`src/inc/dcvb_consts.svh`:
```
// Offsets, factory values, field positions and timing of the variable bank
`ifndef DCVB_CONSTS_SVH
`define DCVB_CONSTS_SVH

`define DCVB_CV_SHORT_ADDR 5'h01
`define DCVB_CV_MIN_SPEED 5'h02
`define DCVB_CV_STARTUP_DLY 5'h03
`define DCVB_CV_BRAKING_DLY 5'h04
`define DCVB_CV_MAX_SPEED 5'h05
`define DCVB_CV_MID_SPEED 5'h06
`define DCVB_CV_FW_VERSION 5'h07
`define DCVB_CV_FACTORY_RST 5'h08
`define DCVB_CV_FORMATS 5'h0C
`define DCVB_CV_ANA_FN_LOW 5'h0D
`define DCVB_CV_ANA_FN_HIGH 5'h0E
`define DCVB_CV_LOCK_KEY 5'h0F
`define DCVB_CV_LOCK_INDEX 5'h10
`define DCVB_CV_LONG_HIGH 5'h11
`define DCVB_CV_LONG_LOW 5'h12
`define DCVB_CV_CONSIST 5'h13
`define DCVB_CV_BRAKE_SIG 5'h1B
`define DCVB_CV_FEEDBACK 5'h1C
`define DCVB_CV_STD_CFG 5'h1D
`define DCVB_CV_FAULT 5'h1E

`define DCVB_MAP_MASK 32'h780F_F1FE
`define DCVB_WRITABLE_MASK 32'h780F_F07E

`define DCVB_RST_SHORT_ADDR 8'h03
`define DCVB_RST_MIN_SPEED 8'h01
`define DCVB_RST_STARTUP_DLY 8'h05
`define DCVB_RST_BRAKING_DLY 8'h05
`define DCVB_RST_MAX_SPEED 8'h30
`define DCVB_RST_MID_SPEED 8'h18
`define DCVB_RST_FORMATS 8'hFF
`define DCVB_RST_ANA_FN_LOW 8'h00
`define DCVB_RST_ANA_FN_HIGH 8'h01
`define DCVB_RST_LOCK_KEY 8'h01
`define DCVB_RST_LOCK_INDEX 8'h01
`define DCVB_RST_LONG_HIGH 8'hC7
`define DCVB_RST_LONG_LOW 8'hD0
`define DCVB_RST_CONSIST 8'h00
`define DCVB_RST_BRAKE_SIG 8'h00
`define DCVB_RST_FEEDBACK 8'h83
`define DCVB_RST_STD_CFG 8'h0E
`define DCVB_RST_FAULT 8'h00

`define DCVB_RESTORE_BASE 8'h01
`define DCVB_RESTORE_BANK_LO 8'h02
`define DCVB_RESTORE_BANK_HI 8'h04

`define DCVB_FMT_DC 0
`define DCVB_FMT_DCC 2
`define DCVB_FMT_TRINARY 3
`define DCVB_FMT_THIRD 4
`define DCVB_BRK_RIGHT 0
`define DCVB_BRK_LEFT 1
`define DCVB_BRK_DC_DIR 5
`define DCVB_BRK_REVERSE 7
`define DCVB_FB_CH1 0
`define DCVB_FB_CH2 1
`define DCVB_FB_AUTO_REG 7
`define DCVB_CFG_INVERT 0
`define DCVB_CFG_STEPS28 1
`define DCVB_CFG_AUTO_ANALOG 2
`define DCVB_CFG_FEEDBACK 3
`define DCVB_CFG_TABLE 4
`define DCVB_CFG_LONG_ADDR 5
`define DCVB_CONSIST_REVERSE 7

`define DCVB_TICK_US 5000
`define DCVB_CLK_KHZ 50000
`define DCVB_TICK_CYCLES (`DCVB_TICK_US * `DCVB_CLK_KHZ / 1000)

`endif

```
`src/inc/dcvb_pkg.sv`:
```
// Types shared by the variable bank
`default_nettype none
package dcvb_pkg;
  typedef logic [7:0] dcvb_byte_t;
  typedef enum logic [1:0] {DCVB_HOLD, DCVB_ACCEL, DCVB_BRAKE} dcvb_ramp_t;
endpackage
`default_nettype wire

```
`src/rtl/dcvb_bank.sv`:
```
// Configuration variable bank with speed ramp and decoded settings
// Functional notes
// - Startup delay one steps speed every 5ms
// - Format enables: DC, DCC, trinary, third
// - Analog mode F1-F8 from low function byte
// - Access only when lock key equals index, except the lock key itself
// - Long address high and low bytes, 2000
// - Consist zero disables; bit 7 reverses direction
// - Asymmetric stop enables per rail polarity
// - Bit 7 picks forward or reverse asymmetric
// - Feedback channels and auto registration enables
// - Direction invert; 28 or 14 speed steps
// - Auto analog switching, else digital only
// - Feedback enable; speed table selection
// - Bit 5 selects long or short address
// - Fault memory: output, motor, overtemperature
// - Firmware version is read only
// - Writing reset variable restores factory settings
// - Value 1 base bank; 2-4 extended banks
`timescale 1ns/1ps
`default_nettype none
`include "dcvb_consts.svh"

module dcvb_bank
  import dcvb_pkg::*;
#(
  parameter int TICK_CYCLES = `DCVB_TICK_CYCLES,
  parameter logic [7:0] FW_VERSION = 8'h17,
  parameter logic [7:0] MAKER_ID = 8'h5A // Arbitrary value
) (
  input wire logic clk,
  input wire logic rst,
  input wire logic cv_wr,
  input wire logic cv_rd,
  input wire logic [9:0] cv_num,
  input wire logic [7:0] cv_wdata,
  output logic cv_ack,
  output logic cv_refused,
  output logic [7:0] cv_rdata,
  output logic [1:0] bank_restore,
  output logic bank_restore_stb,
  input wire logic [7:0] target_speed,
  output logic [7:0] current_speed,
  input wire logic analog_detect,
  input wire logic [12:0] digital_func,
  output logic [12:0] function_output,
  output logic analog_run,
  output logic [3:0] format_enables,
  output logic [13:0] active_address,
  output logic long_addr_sel,
  input wire logic dir_request,
  input wire logic consist_sel,
  output logic consist_active,
  output logic direction_reverse,
  output logic asymmetric_stop_detect,
  input wire logic dc_brake_section,
  input wire logic dc_section_reverse,
  output logic dc_brake_stop,
  output logic [2:0] feedback_enables,
  output logic speed_steps_28,
  output logic speed_table_sel,
  input wire logic [2:0] fault_event,
  output logic [2:0] fault_flags
);

  function automatic dcvb_byte_t factory_val(input logic [4:0] sel);
    case (sel)
      `DCVB_CV_SHORT_ADDR: factory_val = `DCVB_RST_SHORT_ADDR;
      `DCVB_CV_MIN_SPEED: factory_val = `DCVB_RST_MIN_SPEED;
      `DCVB_CV_STARTUP_DLY: factory_val = `DCVB_RST_STARTUP_DLY;
      `DCVB_CV_BRAKING_DLY: factory_val = `DCVB_RST_BRAKING_DLY;
      `DCVB_CV_MAX_SPEED: factory_val = `DCVB_RST_MAX_SPEED;
      `DCVB_CV_MID_SPEED: factory_val = `DCVB_RST_MID_SPEED;
      `DCVB_CV_FORMATS: factory_val = `DCVB_RST_FORMATS;
      `DCVB_CV_ANA_FN_LOW: factory_val = `DCVB_RST_ANA_FN_LOW;
      `DCVB_CV_ANA_FN_HIGH: factory_val = `DCVB_RST_ANA_FN_HIGH;
      `DCVB_CV_LOCK_KEY: factory_val = `DCVB_RST_LOCK_KEY;
      `DCVB_CV_LOCK_INDEX: factory_val = `DCVB_RST_LOCK_INDEX;
      `DCVB_CV_LONG_HIGH: factory_val = `DCVB_RST_LONG_HIGH;
      `DCVB_CV_LONG_LOW: factory_val = `DCVB_RST_LONG_LOW;
      `DCVB_CV_CONSIST: factory_val = `DCVB_RST_CONSIST;
      `DCVB_CV_BRAKE_SIG: factory_val = `DCVB_RST_BRAKE_SIG;
      `DCVB_CV_FEEDBACK: factory_val = `DCVB_RST_FEEDBACK;
      `DCVB_CV_STD_CFG: factory_val = `DCVB_RST_STD_CFG;
      default: factory_val = 8'h00;
    endcase
  endfunction

  localparam int CW = $clog2(TICK_CYCLES + 1);
  localparam logic [CW-1:0] TICK_LAST = CW'(TICK_CYCLES - 1);
  localparam logic [31:0] MAP = `DCVB_MAP_MASK;
  localparam logic [31:0] WRITABLE = `DCVB_WRITABLE_MASK;

  dcvb_byte_t cv_r [0:31];
  logic ack_r, refused_r, restore_stb_r;
  logic [7:0] rdata_r, speed_r, ramp_cnt_r;
  logic [1:0] restore_r;
  logic [CW-1:0] base_cnt_r;
  logic [12:0] func_r;
  logic analog_r, long_r, consist_r, dir_r, asym_r, dcstop_r;
  logic steps_r, table_r;
  logic [3:0] fmt_r;
  logic [13:0] addr_r;
  logic [2:0] fb_r;

  // Decode of a programming access
  wire access = cv_wr | cv_rd;
  wire [4:0] idx = cv_num[4:0];
  wire in_map = (cv_num[9:5] == 5'h00) & MAP[idx];
  wire is_key = in_map & (idx == `DCVB_CV_LOCK_KEY);
  // Key stays reachable so a mismatched decoder can be selected again
  wire lock_open = cv_r[`DCVB_CV_LOCK_KEY] == cv_r[`DCVB_CV_LOCK_INDEX];
  wire allowed = lock_open | is_key;
  wire wr_ok = cv_wr & allowed & in_map;
  wire restore_wr = wr_ok & (idx == `DCVB_CV_FACTORY_RST);
  wire restore_base = restore_wr & (cv_wdata == `DCVB_RESTORE_BASE);
  wire restore_bank = restore_wr & (cv_wdata >= `DCVB_RESTORE_BANK_LO) &
    (cv_wdata <= `DCVB_RESTORE_BANK_HI);
  wire [1:0] bank_code = 2'(cv_wdata - `DCVB_RESTORE_BANK_LO);
  wire [7:0] rd_mux = !in_map ? 8'h00 :
    (idx == `DCVB_CV_FW_VERSION) ? FW_VERSION :
    (idx == `DCVB_CV_FACTORY_RST) ? MAKER_ID : cv_r[idx];

  // One storage byte per variable; absent variables stay constant zero
  genvar gi;
  generate
    for (gi = 0; gi < 32; gi++) begin : g_cv
      localparam logic [4:0] GI = 5'(gi);
      if (gi == 30) begin : g_fault
        // Fault events win over a clearing write in the same cycle
        wire [7:0] base = (wr_ok && idx == GI) ? {5'h00, cv_wdata[2:0]} :
          cv_r[gi];
        always_ff @(posedge clk) begin
          if (rst || restore_base) begin
            cv_r[gi] <= factory_val(GI);
          end else begin
            cv_r[gi] <= base | {5'h00, fault_event};
          end
        end
      end else if (WRITABLE[gi]) begin : g_rw
        always_ff @(posedge clk) begin
          if (rst || restore_base) begin
            cv_r[gi] <= factory_val(GI);
          end else if (wr_ok && idx == GI) begin
            cv_r[gi] <= cv_wdata;
          end
        end
      end else begin : g_none
        always_ff @(posedge clk) begin
          cv_r[gi] <= 8'h00;
        end
      end
    end
  endgenerate

  // Access answer, one cycle after the request
  always_ff @(posedge clk) begin
    if (rst) begin
      ack_r <= 1'b0;
      refused_r <= 1'b0;
      rdata_r <= 8'h00;
      restore_r <= 2'h0;
      restore_stb_r <= 1'b0;
    end else begin
      ack_r <= access;
      refused_r <= access & !allowed;
      rdata_r <= (cv_rd && !cv_wr && allowed) ? rd_mux : 8'h00;
      restore_stb_r <= restore_bank;
      restore_r <= restore_bank ? bank_code : restore_r;
    end
  end

  // Speed ramp on a 5 ms base tick, scaled by the delay variables
  wire tick = base_cnt_r == TICK_LAST;
  wire accel = target_speed > speed_r;
  wire brake = target_speed < speed_r;
  dcvb_ramp_t ramp;
  assign ramp = accel ? DCVB_ACCEL : (brake ? DCVB_BRAKE : DCVB_HOLD);
  wire [7:0] dly = (ramp == DCVB_ACCEL) ? cv_r[`DCVB_CV_STARTUP_DLY] :
    cv_r[`DCVB_CV_BRAKING_DLY];
  wire step = (ramp != DCVB_HOLD) &
    ((dly == 8'h00) | (tick & (ramp_cnt_r == dly - 8'h01)));
  logic [7:0] speed_nxt;
  always_comb begin
    unique case (ramp)
      DCVB_ACCEL: speed_nxt = step ? speed_r + 8'h01 : speed_r;
      DCVB_BRAKE: speed_nxt = step ? speed_r - 8'h01 : speed_r;
      DCVB_HOLD: speed_nxt = speed_r;
    endcase
  end

  always_ff @(posedge clk) begin
    if (rst) begin
      base_cnt_r <= '0;
      ramp_cnt_r <= 8'h00;
      speed_r <= 8'h00;
    end else begin
      base_cnt_r <= tick ? '0 : base_cnt_r + CW'(1);
      if (ramp == DCVB_HOLD || step) begin
        ramp_cnt_r <= 8'h00;
      end else if (tick) begin
        ramp_cnt_r <= ramp_cnt_r + 8'h01;
      end
      speed_r <= speed_nxt;
    end
  end

  // Settings decoded into registered controls
  wire [7:0] fmt_cv = cv_r[`DCVB_CV_FORMATS];
  wire [7:0] cfg_cv = cv_r[`DCVB_CV_STD_CFG];
  wire [7:0] brk_cv = cv_r[`DCVB_CV_BRAKE_SIG];
  wire [7:0] fb_cv = cv_r[`DCVB_CV_FEEDBACK];
  wire [7:0] con_cv = cv_r[`DCVB_CV_CONSIST];
  wire [7:0] fn_lo = cv_r[`DCVB_CV_ANA_FN_LOW];
  wire [7:0] fn_hi = cv_r[`DCVB_CV_ANA_FN_HIGH];
  wire analog_nxt = analog_detect & cfg_cv[`DCVB_CFG_AUTO_ANALOG] &
    fmt_cv[`DCVB_FMT_DC];
  wire [12:0] func_nxt = analog_nxt ?
    {fn_hi[7:4], fn_lo, fn_hi[0]} : digital_func;
  wire [13:0] long_addr = {cv_r[`DCVB_CV_LONG_HIGH][5:0],
    cv_r[`DCVB_CV_LONG_LOW]};
  wire long_nxt = cfg_cv[`DCVB_CFG_LONG_ADDR];
  wire [13:0] addr_nxt = long_nxt ? long_addr :
    {6'h00, cv_r[`DCVB_CV_SHORT_ADDR]};
  wire consist_nxt = con_cv[6:0] != 7'h00;
  wire dir_nxt = dir_request ^ cfg_cv[`DCVB_CFG_INVERT] ^
    (consist_sel & consist_nxt & con_cv[`DCVB_CONSIST_REVERSE]);
  // Asymmetric stop only in the travel direction bit 7 selects
  wire asym_nxt = (brk_cv[`DCVB_BRK_RIGHT] | brk_cv[`DCVB_BRK_LEFT]) &
    (dir_nxt == brk_cv[`DCVB_BRK_REVERSE]);
  wire dcstop_nxt = brk_cv[`DCVB_BRK_DC_DIR] & dc_brake_section &
    (dc_section_reverse == dir_nxt);
  wire [2:0] fb_nxt = {fb_cv[`DCVB_FB_AUTO_REG],
    fb_cv[`DCVB_FB_CH2] & cfg_cv[`DCVB_CFG_FEEDBACK],
    fb_cv[`DCVB_FB_CH1] & cfg_cv[`DCVB_CFG_FEEDBACK]};

  always_ff @(posedge clk) begin
    if (rst) begin
      func_r <= 13'h0000;
      analog_r <= 1'b0;
      fmt_r <= 4'h0;
      addr_r <= 14'h0000;
      long_r <= 1'b0;
      consist_r <= 1'b0;
      dir_r <= 1'b0;
      asym_r <= 1'b0;
      dcstop_r <= 1'b0;
      fb_r <= 3'h0;
      steps_r <= 1'b0;
      table_r <= 1'b0;
    end else begin
      func_r <= func_nxt;
      analog_r <= analog_nxt;
      fmt_r <= {fmt_cv[`DCVB_FMT_THIRD], fmt_cv[`DCVB_FMT_TRINARY],
        fmt_cv[`DCVB_FMT_DCC], fmt_cv[`DCVB_FMT_DC]};
      addr_r <= addr_nxt;
      long_r <= long_nxt;
      consist_r <= consist_nxt;
      dir_r <= dir_nxt;
      asym_r <= asym_nxt;
      dcstop_r <= dcstop_nxt;
      fb_r <= fb_nxt;
      steps_r <= cfg_cv[`DCVB_CFG_STEPS28];
      table_r <= cfg_cv[`DCVB_CFG_TABLE];
    end
  end

  assign cv_ack = ack_r;
  assign cv_refused = refused_r;
  assign cv_rdata = rdata_r;
  assign bank_restore = restore_r;
  assign bank_restore_stb = restore_stb_r;
  assign current_speed = speed_r;
  assign function_output = func_r;
  assign analog_run = analog_r;
  assign format_enables = fmt_r;
  assign active_address = addr_r;
  assign long_addr_sel = long_r;
  assign consist_active = consist_r;
  assign direction_reverse = dir_r;
  assign asymmetric_stop_detect = asym_r;
  assign dc_brake_stop = dcstop_r;
  assign feedback_enables = fb_r;
  assign speed_steps_28 = steps_r;
  assign speed_table_sel = table_r;
  assign fault_flags = cv_r[`DCVB_CV_FAULT][2:0];

  property p_lock_refuse;
    @(posedge clk) disable iff (rst)
    access && !allowed |=> cv_ack && cv_refused;
  endproperty
  a_lock_refuse: assert property (p_lock_refuse)
    else $error("locked access not refused");

  property p_lock_nowrite;
    @(posedge clk) disable iff (rst)
    cv_wr && !lock_open && idx == `DCVB_CV_MAX_SPEED
      |=> $stable(cv_r[`DCVB_CV_MAX_SPEED]);
  endproperty
  a_lock_nowrite: assert property (p_lock_nowrite)
    else $error("locked write changed a variable");

  property p_fw_read;
    @(posedge clk) disable iff (rst)
    cv_rd && !cv_wr && allowed && cv_num == 10'h007 |=> cv_rdata == FW_VERSION;
  endproperty
  a_fw_read: assert property (p_fw_read)
    else $error("version read wrong");

  property p_accel_step;
    @(posedge clk) disable iff (rst)
    ramp == DCVB_ACCEL && step |=> speed_r == $past(speed_r) + 8'h01;
  endproperty
  a_accel_step: assert property (p_accel_step)
    else $error("speed did not rise by one");

  property p_ramp_hold;
    @(posedge clk) disable iff (rst)
    ramp == DCVB_ACCEL && dly != 8'h00 && !tick |=> speed_r == $past(speed_r);
  endproperty
  a_ramp_hold: assert property (p_ramp_hold)
    else $error("speed moved between ticks");

  property p_analog_fn;
    @(posedge clk) disable iff (rst)
    analog_nxt |=> function_output[8:1] == $past(fn_lo);
  endproperty
  a_analog_fn: assert property (p_analog_fn)
    else $error("analog function keys wrong");

  property p_fault_set;
    @(posedge clk) disable iff (rst)
    fault_event[1] && !restore_base |=> fault_flags[1];
  endproperty
  a_fault_set: assert property (p_fault_set)
    else $error("motor fault lost");

  property p_restore;
    @(posedge clk) disable iff (rst)
    restore_base |=> cv_r[`DCVB_CV_MAX_SPEED] == `DCVB_RST_MAX_SPEED ##1
      cv_r[`DCVB_CV_STD_CFG] == `DCVB_RST_STD_CFG || $past(wr_ok);
  endproperty
  a_restore: assert property (p_restore)
    else $error("factory restore incomplete");

  property p_long_addr;
    @(posedge clk) disable iff (rst)
    long_nxt |=> active_address == $past(long_addr);
  endproperty
  a_long_addr: assert property (p_long_addr)
    else $error("long address not selected");

  property p_consist_off;
    @(posedge clk) disable iff (rst)
    con_cv[6:0] == 7'h00 |=> !consist_active;
  endproperty
  a_consist_off: assert property (p_consist_off)
    else $error("consist active at zero");

  c_restore: cover property (@(posedge clk) disable iff (rst) restore_base);
  c_refused: cover property (@(posedge clk) disable iff (rst)
    access && !allowed);
  c_accel: cover property (@(posedge clk) disable iff (rst)
    ramp == DCVB_ACCEL && step && tick);

endmodule

`default_nettype wire

```
`config.mk`:
```
export PLATFORM = sky130hd
export DESIGN_NAME = dcvb_bank
export DESIGN_NICKNAME = d
export VERILOG_FILES = /design/src/inc/dcvb_pkg.sv /design/src/rtl/dcvb_bank.sv
export VERILOG_INCLUDE_DIRS = /design/src /design/src/inc
export SDC_FILE = /design/constraint.sdc
export NUM_CORES = 1
export LEC_CHECK = 0
export BUFFER_PORTS_ARGS = -buffer_cell sky130_fd_sc_hd__buf_2
export CAP_MARGIN = 20
export CORE_ASPECT_RATIO = 0.5
export CORE_MARGIN = 4
export CORE_UTILIZATION = 64
export CTS_BUF_LIST = sky130_fd_sc_hd__clkbuf_16
export DETAILED_ROUTE_END_ITERATION = 8
export PLACE_DENSITY = 0.86
export SLEW_MARGIN = 10
export SYNTH_ARGS = -nofsm -noshare
export SYNTH_HDL_FRONTEND = slang
export SYNTH_SLANG_ARGS = --single-unit
```
`constraint.sdc`:
```
create_clock -name clk -period 11.23 [get_ports clk]
set_input_delay 2.246 -clock clk [delete_from_list [all_inputs] [get_ports clk]]
set_output_delay 2.246 -clock clk [all_outputs]
set_load 0.05 [all_outputs]
```
* Word level (Yosys, flattened, before mapping) *
Memory sizes are Yosys's and may differ from the RTL's. A register that Yosys moved wholly into a read port is not among the register bits.
Cells that the tools add are included.

storage, ports and cells
  RAM bits = 256
  output and inout port bits = 66
  latch bits = 0
  word-level logic and storage cells = 234
  flip-flop bits (word level) = 83
  bits in read-only memories = 32
  memories kept = 2
  input bits = 51

memory list
  memory           words  width  read ports  clocked after Yosys merged registers in  wr ports  line              text
  cv_r             32     8      16          1                                        32        dcvb_bank.sv:94   dcvb_byte_t cv_r [0:31];
  (no name shown)  32     1      1           0                                        0         dcvb_bank.sv:109  wire in_map = (cv_num[9:5] == 5'h00) & MAP[idx];

operators by class
  multipliers = 0
  $lt $le $gt $ge = 5
  divide/modulo/power cells = 0
  add/subtract/negate cells = 6
  multiplexer cells = 84
  shifts and indexed selects = 0
  equal/unequal tests = 30
  bitwise operators = 49
  reductions and logical operators = 36

operator list
  kind                                                                number
  2-to-1 mux 8 bit                                                    23
  2-to-1 mux 1 bit                                                    55
  == test 5 bit (second input constant)                               8
  == test 5 x 4 -> 1 bit (second input constant)                      5
  bitwise OR 1 bit                                                    22
  bitwise AND 1 bit                                                   20
  == test 5 x 3 -> 1 bit (second input constant)                      4
  logical AND 1 bit                                                   20
  adder 18 x 1 -> 18 bit (second input constant)                      1
  == test 18 bit (second input constant)                              1
  adder 8 x 1 -> 8 bit (second input constant)                        2
  == test 8 bit                                                       2
  case mux 8 bit (2 select lines)                                     1
  subtractor 8 x 1 -> 8 bit (second input constant)                   2
  2-to-1 mux 13 bit                                                   1
  == test 5 x 2 -> 1 bit (second input constant)                      2
  == test 8 x 1 -> 1 bit (second input constant)                      1
  greater-or-equal comparator 8 x 2 -> 1 bit (second input constant)  1
  greater-than comparator 8 bit                                       1
  <= comparator 8 x 3 -> 1 bit (second input constant)                1
  logical NOT 8 bit                                                   1
  less-than comparator 8 bit                                          1
  bitwise OR 8 x 3 -> 8 bit                                           1
  2-to-1 mux 7 bit                                                    1
  other kinds (22)                                                    33

* Depth between registers and ports, before layout *
  depth in word-level cells = 13
  gate-level depth with buffers = 19
  mapped depth without buffers = 17

* Worst setup path before layout *
Ideal clock, no wire load.

  kind = input port to flip-flop
  from = input target_speed[7]
  to = register ramp_cnt_r[0]
  slack = 5.343 ns
  setup time = 0.115 ns
  data required time = 11.115 ns
  buffers on the path = 2
  stages on the path = 18
  arrival = 5.772 ns
  cell sequence = ha_1 -> nand4_2 -> or3_4 -> and2_4 -> buf_6 -> nor2_1 -> mux2i_1 -> ha_1 -> inv_1 -> or3_1 -> a21oi_1 -> o22ai_1 -> o211ai_1 -> nand4_1 -> o31ai_1 -> or3_1 -> buf_2 -> nor2_1

on the way
  cells in the longest elaborated chain, start to end = 12
  elaborated cells on any way between the ends = 16
  classes of those cells = add/sub (1); order compare (2); eq/ne (2); mux (3); bitwise (3); reduce/logical (5)

ends and longest elaborated chain
  element                                line              text
  start: declaration                     dcvb_bank.sv:42   input wire logic [7:0] target_speed,
  less-than comparator 8 bit             dcvb_bank.sv:176  wire brake = target_speed < speed_r;
  2-to-1 mux 2 bit                       dcvb_bank.sv:178  assign ramp = accel ? DCVB_ACCEL : (brake ? DCVB_BRAKE : DCVB_HOLD);
  2-to-1 mux 2 bit *                     dcvb_bank.sv:178
  == test 2 x 1 -> 1 bit                 dcvb_bank.sv:179  wire [7:0] dly = (ramp == DCVB_ACCEL) ? cv_r[`DCVB_CV_STARTUP_DLY] :
  2-to-1 mux 8 bit                       dcvb_bank.sv:179
  subtractor 8 x 1 -> 8 bit              dcvb_bank.sv:182  ((dly == 8'h00) | (tick & (ramp_cnt_r == dly - 8'h01)));
  == test 8 bit                          dcvb_bank.sv:182
  bitwise AND 1 bit                      dcvb_bank.sv:182
  bitwise OR 1 bit                       dcvb_bank.sv:182
  bitwise AND 1 bit                      dcvb_bank.sv:181  wire step = (ramp != DCVB_HOLD) &
  logical OR 1 bit *                     dcvb_bank.sv:199  if (ramp == DCVB_HOLD || step) begin
  OR reduction 2 bit (no source line) *  n/a
  end signal: assignment                 dcvb_bank.sv:202  ramp_cnt_r <= ramp_cnt_r + 8'h01;
  end: declaration                       dcvb_bank.sv:96   logic [7:0] rdata_r, speed_r, ramp_cnt_r;

Mark *: on every way between the ends. The rest lies on a longest branch, timed or not.
A chain may end at the register's enable or synchronous reset.

* Final worst setup path *
  from = input target_speed[7]
  to = register ramp_cnt_r[2]

Same word-level chain as after synthesis.

==> out/qor.csv <==
metric,value,unit
ys_warn_count,0,
syn_to_final_growth,12.6,%
initial_core_util,66.4,%
hold_ws,442,ps
drt_wl_total,28.7,mm
synth_top_area_share,36.9,%
ctsHoldBuffers,0,
wl_per_cell,20.9,um
globalplace.congestion,0.914,
syn_avg_cell_area,10.7,um2
synth_xor_xnor_area_share,3.56,%
drive_above_1_share,17.8,%
cp.arrival,6400,ps
synth-edff-count,136,
core,0.0167,mm2
slowest_delay,740,ps
report.final.hold_viol_count,0,
post-route-period-util,53.6,%
synth_top_flop_cell,edfxtp_1,
ir_drop,0.102,mV
grt_start_max_net_pins,60,
cts_sinks,228,
port_buffers,116,
synth_compound_area_share,9.27,%
first_pass_iters,8,
final_util,74.7,%
cts_buffers,21,
remaining_drc_errors,0,
power.switching,0.000444,W
pre_cts_slack,4750,ps
required,11610,ps
cts_tree,built,
diodes,0,
relSlewSlack,40.2,%
vias,8620,
ys_ff_latch,228,
ioPinCount,117,
synthAdderAreaFrac,2.22,%
powerDensity,143,mW/mm2
worst_pin_slew,890,ps
netlist_top_cells_area,"edfxtp_1 37%, dfxtp_1 17%, and2_1 6.1%, mux4_2 3.3%, nor2_1 2.9%",
synth_most_common_cell,edfxtp_1,
setup_tns,0,ps
clock_skew,23.0,ps
yosysSeqAreaShare,53.5,%
cap_violations,0,
total_power,0.00178,W
switching_share,24.9,%
clk_path_buf_depth,3,
synth.net_count,1107,
hold_class,flip-flop to flip-flop,
rsz0062_at_grt,false,
rows,33,
crit_path_cell_trace,buf_2 > ha_1 > nand4_2 > or3_4 > and2_4 > nor2_1 > mux2i_1 > ha_1 > inv_1 > or3_1 > a21oi_1 > o22ai_1 > o211ai_1 > nand4_1 > o31ai_1 > or3_1 > nor2_1,
internal-power,0.00134,W
synth.area.mux_share,6.56,%
synth_common_cells,"136 x edfxtp_1, 108 x and2_1, 92 x dfxtp_1",
grt_pass1_vias,8458,
clock_latency,520,ps
vias_per_cell,6.26,
critPathKind,input port to flip-flop,
setup_viol,0,
path_clk_slew,60,ps
die_h,101,um
outcome,"finished, final reports clean",
clock_tree.root_cell,clkbuf_16,
synth_top_area_cell,edfxtp_1,
nets,1204,
synth_cells,1037,
synthArstFlopShare,0,%
setup_ws,5210,ps
worst-path-max-fanout,12,
grt_antenna_before_repair,1,
die_w,194,um
synthesis.area,0.0111,mm2
place.detailed.hpwl,19.4,mm
end_kind,flip-flop,
worst_setup_path_start_kind,input port,
min_period,6020,ps
grtUsageTotal,29.3,%
globalRouteOverflowTotal,0,
power.clock.fraction,38.4,%
htree_levels,1,
leakage,4.70,nW
pwr-share-comb,9.8,%
synth_top_family_by_area,simple AND/OR/NAND/NOR gates,
yosys.area_share.simple,22.1,%
die_area,0.0196,mm2
post_cts.repair.setup_buffers,0,
drtAntennaViolNets,0,
first_iter_violations,968,
seqPwrFrac,51.8,%
ys_types,63,
slew_violations,0,
grt_first_pass_wirelength,45.5,mm
fmax,0.166,GHz
r2r_slack,6620,ps
slowest_stage,o31ai_1,
cts-resized-gates,0,
==> critical path, delay by kind of cell <==
kind | cells | cell delay, ps
AOI/OAI and AO/OA | 4 | 1140
adders and majority gates | 2 | 580
buffers and inverters | 2 | 190
muxes | 1 | 300
and+or+nand+nor | 8 | 1960
==> layer usage <==
layer | part of all wire, % | track usage (%) | wire length, um
met2 | 47 | 48.6 | 13500
met1 | 39 | 39.1 | 11100
met3 | 12 | 7.05 | 3420
met4 | 2.6 | 8.80 | 740
met5 | 0 | 0 | 0
==> cell usage in the layout (no fill, tap or decap), drive strengths merged, types with 10 or more instances in the layout <==
| cell type | synthesis | layout |
|---|---|---|
| a211oi | 14 | 14 |
| a21oi | 57 | 57 |
| and2 | 109 | 109 |
| and3 | 13 | 13 |
| buf | 9 | 130 |
| clkbuf | 49 | 24 |
| dfxtp | 92 | 92 |
| edfxtp | 136 | 136 |
| ha | 18 | 18 |
| inv | 21 | 27 |
| mux2i | 26 | 26 |
| mux4 | 16 | 16 |
| nand2 | 76 | 76 |
| nand3 | 32 | 32 |
| nand4 | 10 | 10 |
| nor2 | 85 | 85 |
| nor2b | 29 | 29 |
| nor3 | 15 | 15 |
| nor4 | 11 | 11 |
| o21ai | 27 | 27 |
| or3 | 48 | 48 |
| xnor2 | 24 | 24 |
| xor2 | 21 | 21 |
==> final timing paths <==
kind                                       from                    endpoint  depth (start not counted)
setup / recovery                target_speed[7]  ramp_cnt_r[2]$_SDFFE_PP0P_                         17
hold / removal         base_cnt_r[0]$_SDFF_PP0_    base_cnt_r[0]$_SDFF_PP0_                          1
setup reg to reg  current_speed[7]$_SDFFE_PP0P_  ramp_cnt_r[2]$_SDFFE_PP0P_                         17
hold reg to reg        base_cnt_r[0]$_SDFF_PP0_    base_cnt_r[0]$_SDFF_PP0_                          1
==> final cells by class <==
class	count	area, um2
Sequential cell	228	5930
Multi-Input combinational cell	730	4840
Fill cell	1115	4220
Timing Repair Buffer	132	683
Clock buffer	22	551
Tap cell	227	284
Clock inverter	16	97.6
Inverter	21	78.8
==> logic make-up after synthesis <==
logic type,Yosys count
buffers and inverters,79
flip-flops,228
AND/OR/NAND/NOR,457
XOR/XNOR,45
AO/OA/AOI/OAI,158
multiplexers,51
adder cells (fa/ha/maj),19
==> power by group through the flow <==
stage          clock [W]  combinational (W)  sequential, W
2_1_floorplan          0          0.0000886       0.000966
3_3_place_gp           0           0.000164       0.000940
3_5_place_dp           0           0.000168       0.000941
4_1_cts         0.000689           0.000170       0.000923
5_1_grt         0.000727           0.000187       0.000925
6_report        0.000685           0.000174       0.000923
==> per-stage QoR <==
stage               instances  instance area [um2]
floorplan                1037                11100
global placement         1331                11800
detailed placement       1331                11800
CTS                      1369                12400
global route             1376                12500
finish                   1376                12500
==> sequential cells by signal, indices dropped and copies added, names as in the netlist, 2 cells and up <==
register          count
feedback_enables      3
current_speed         8
function_output      13
bank_restore          2
base_cnt_r           18
format_enables        4
ramp_cnt_r            8
cv_rdata              8
active_address       14
cv_r                139
Note: power is estimated with default switching activity, not from simulation.
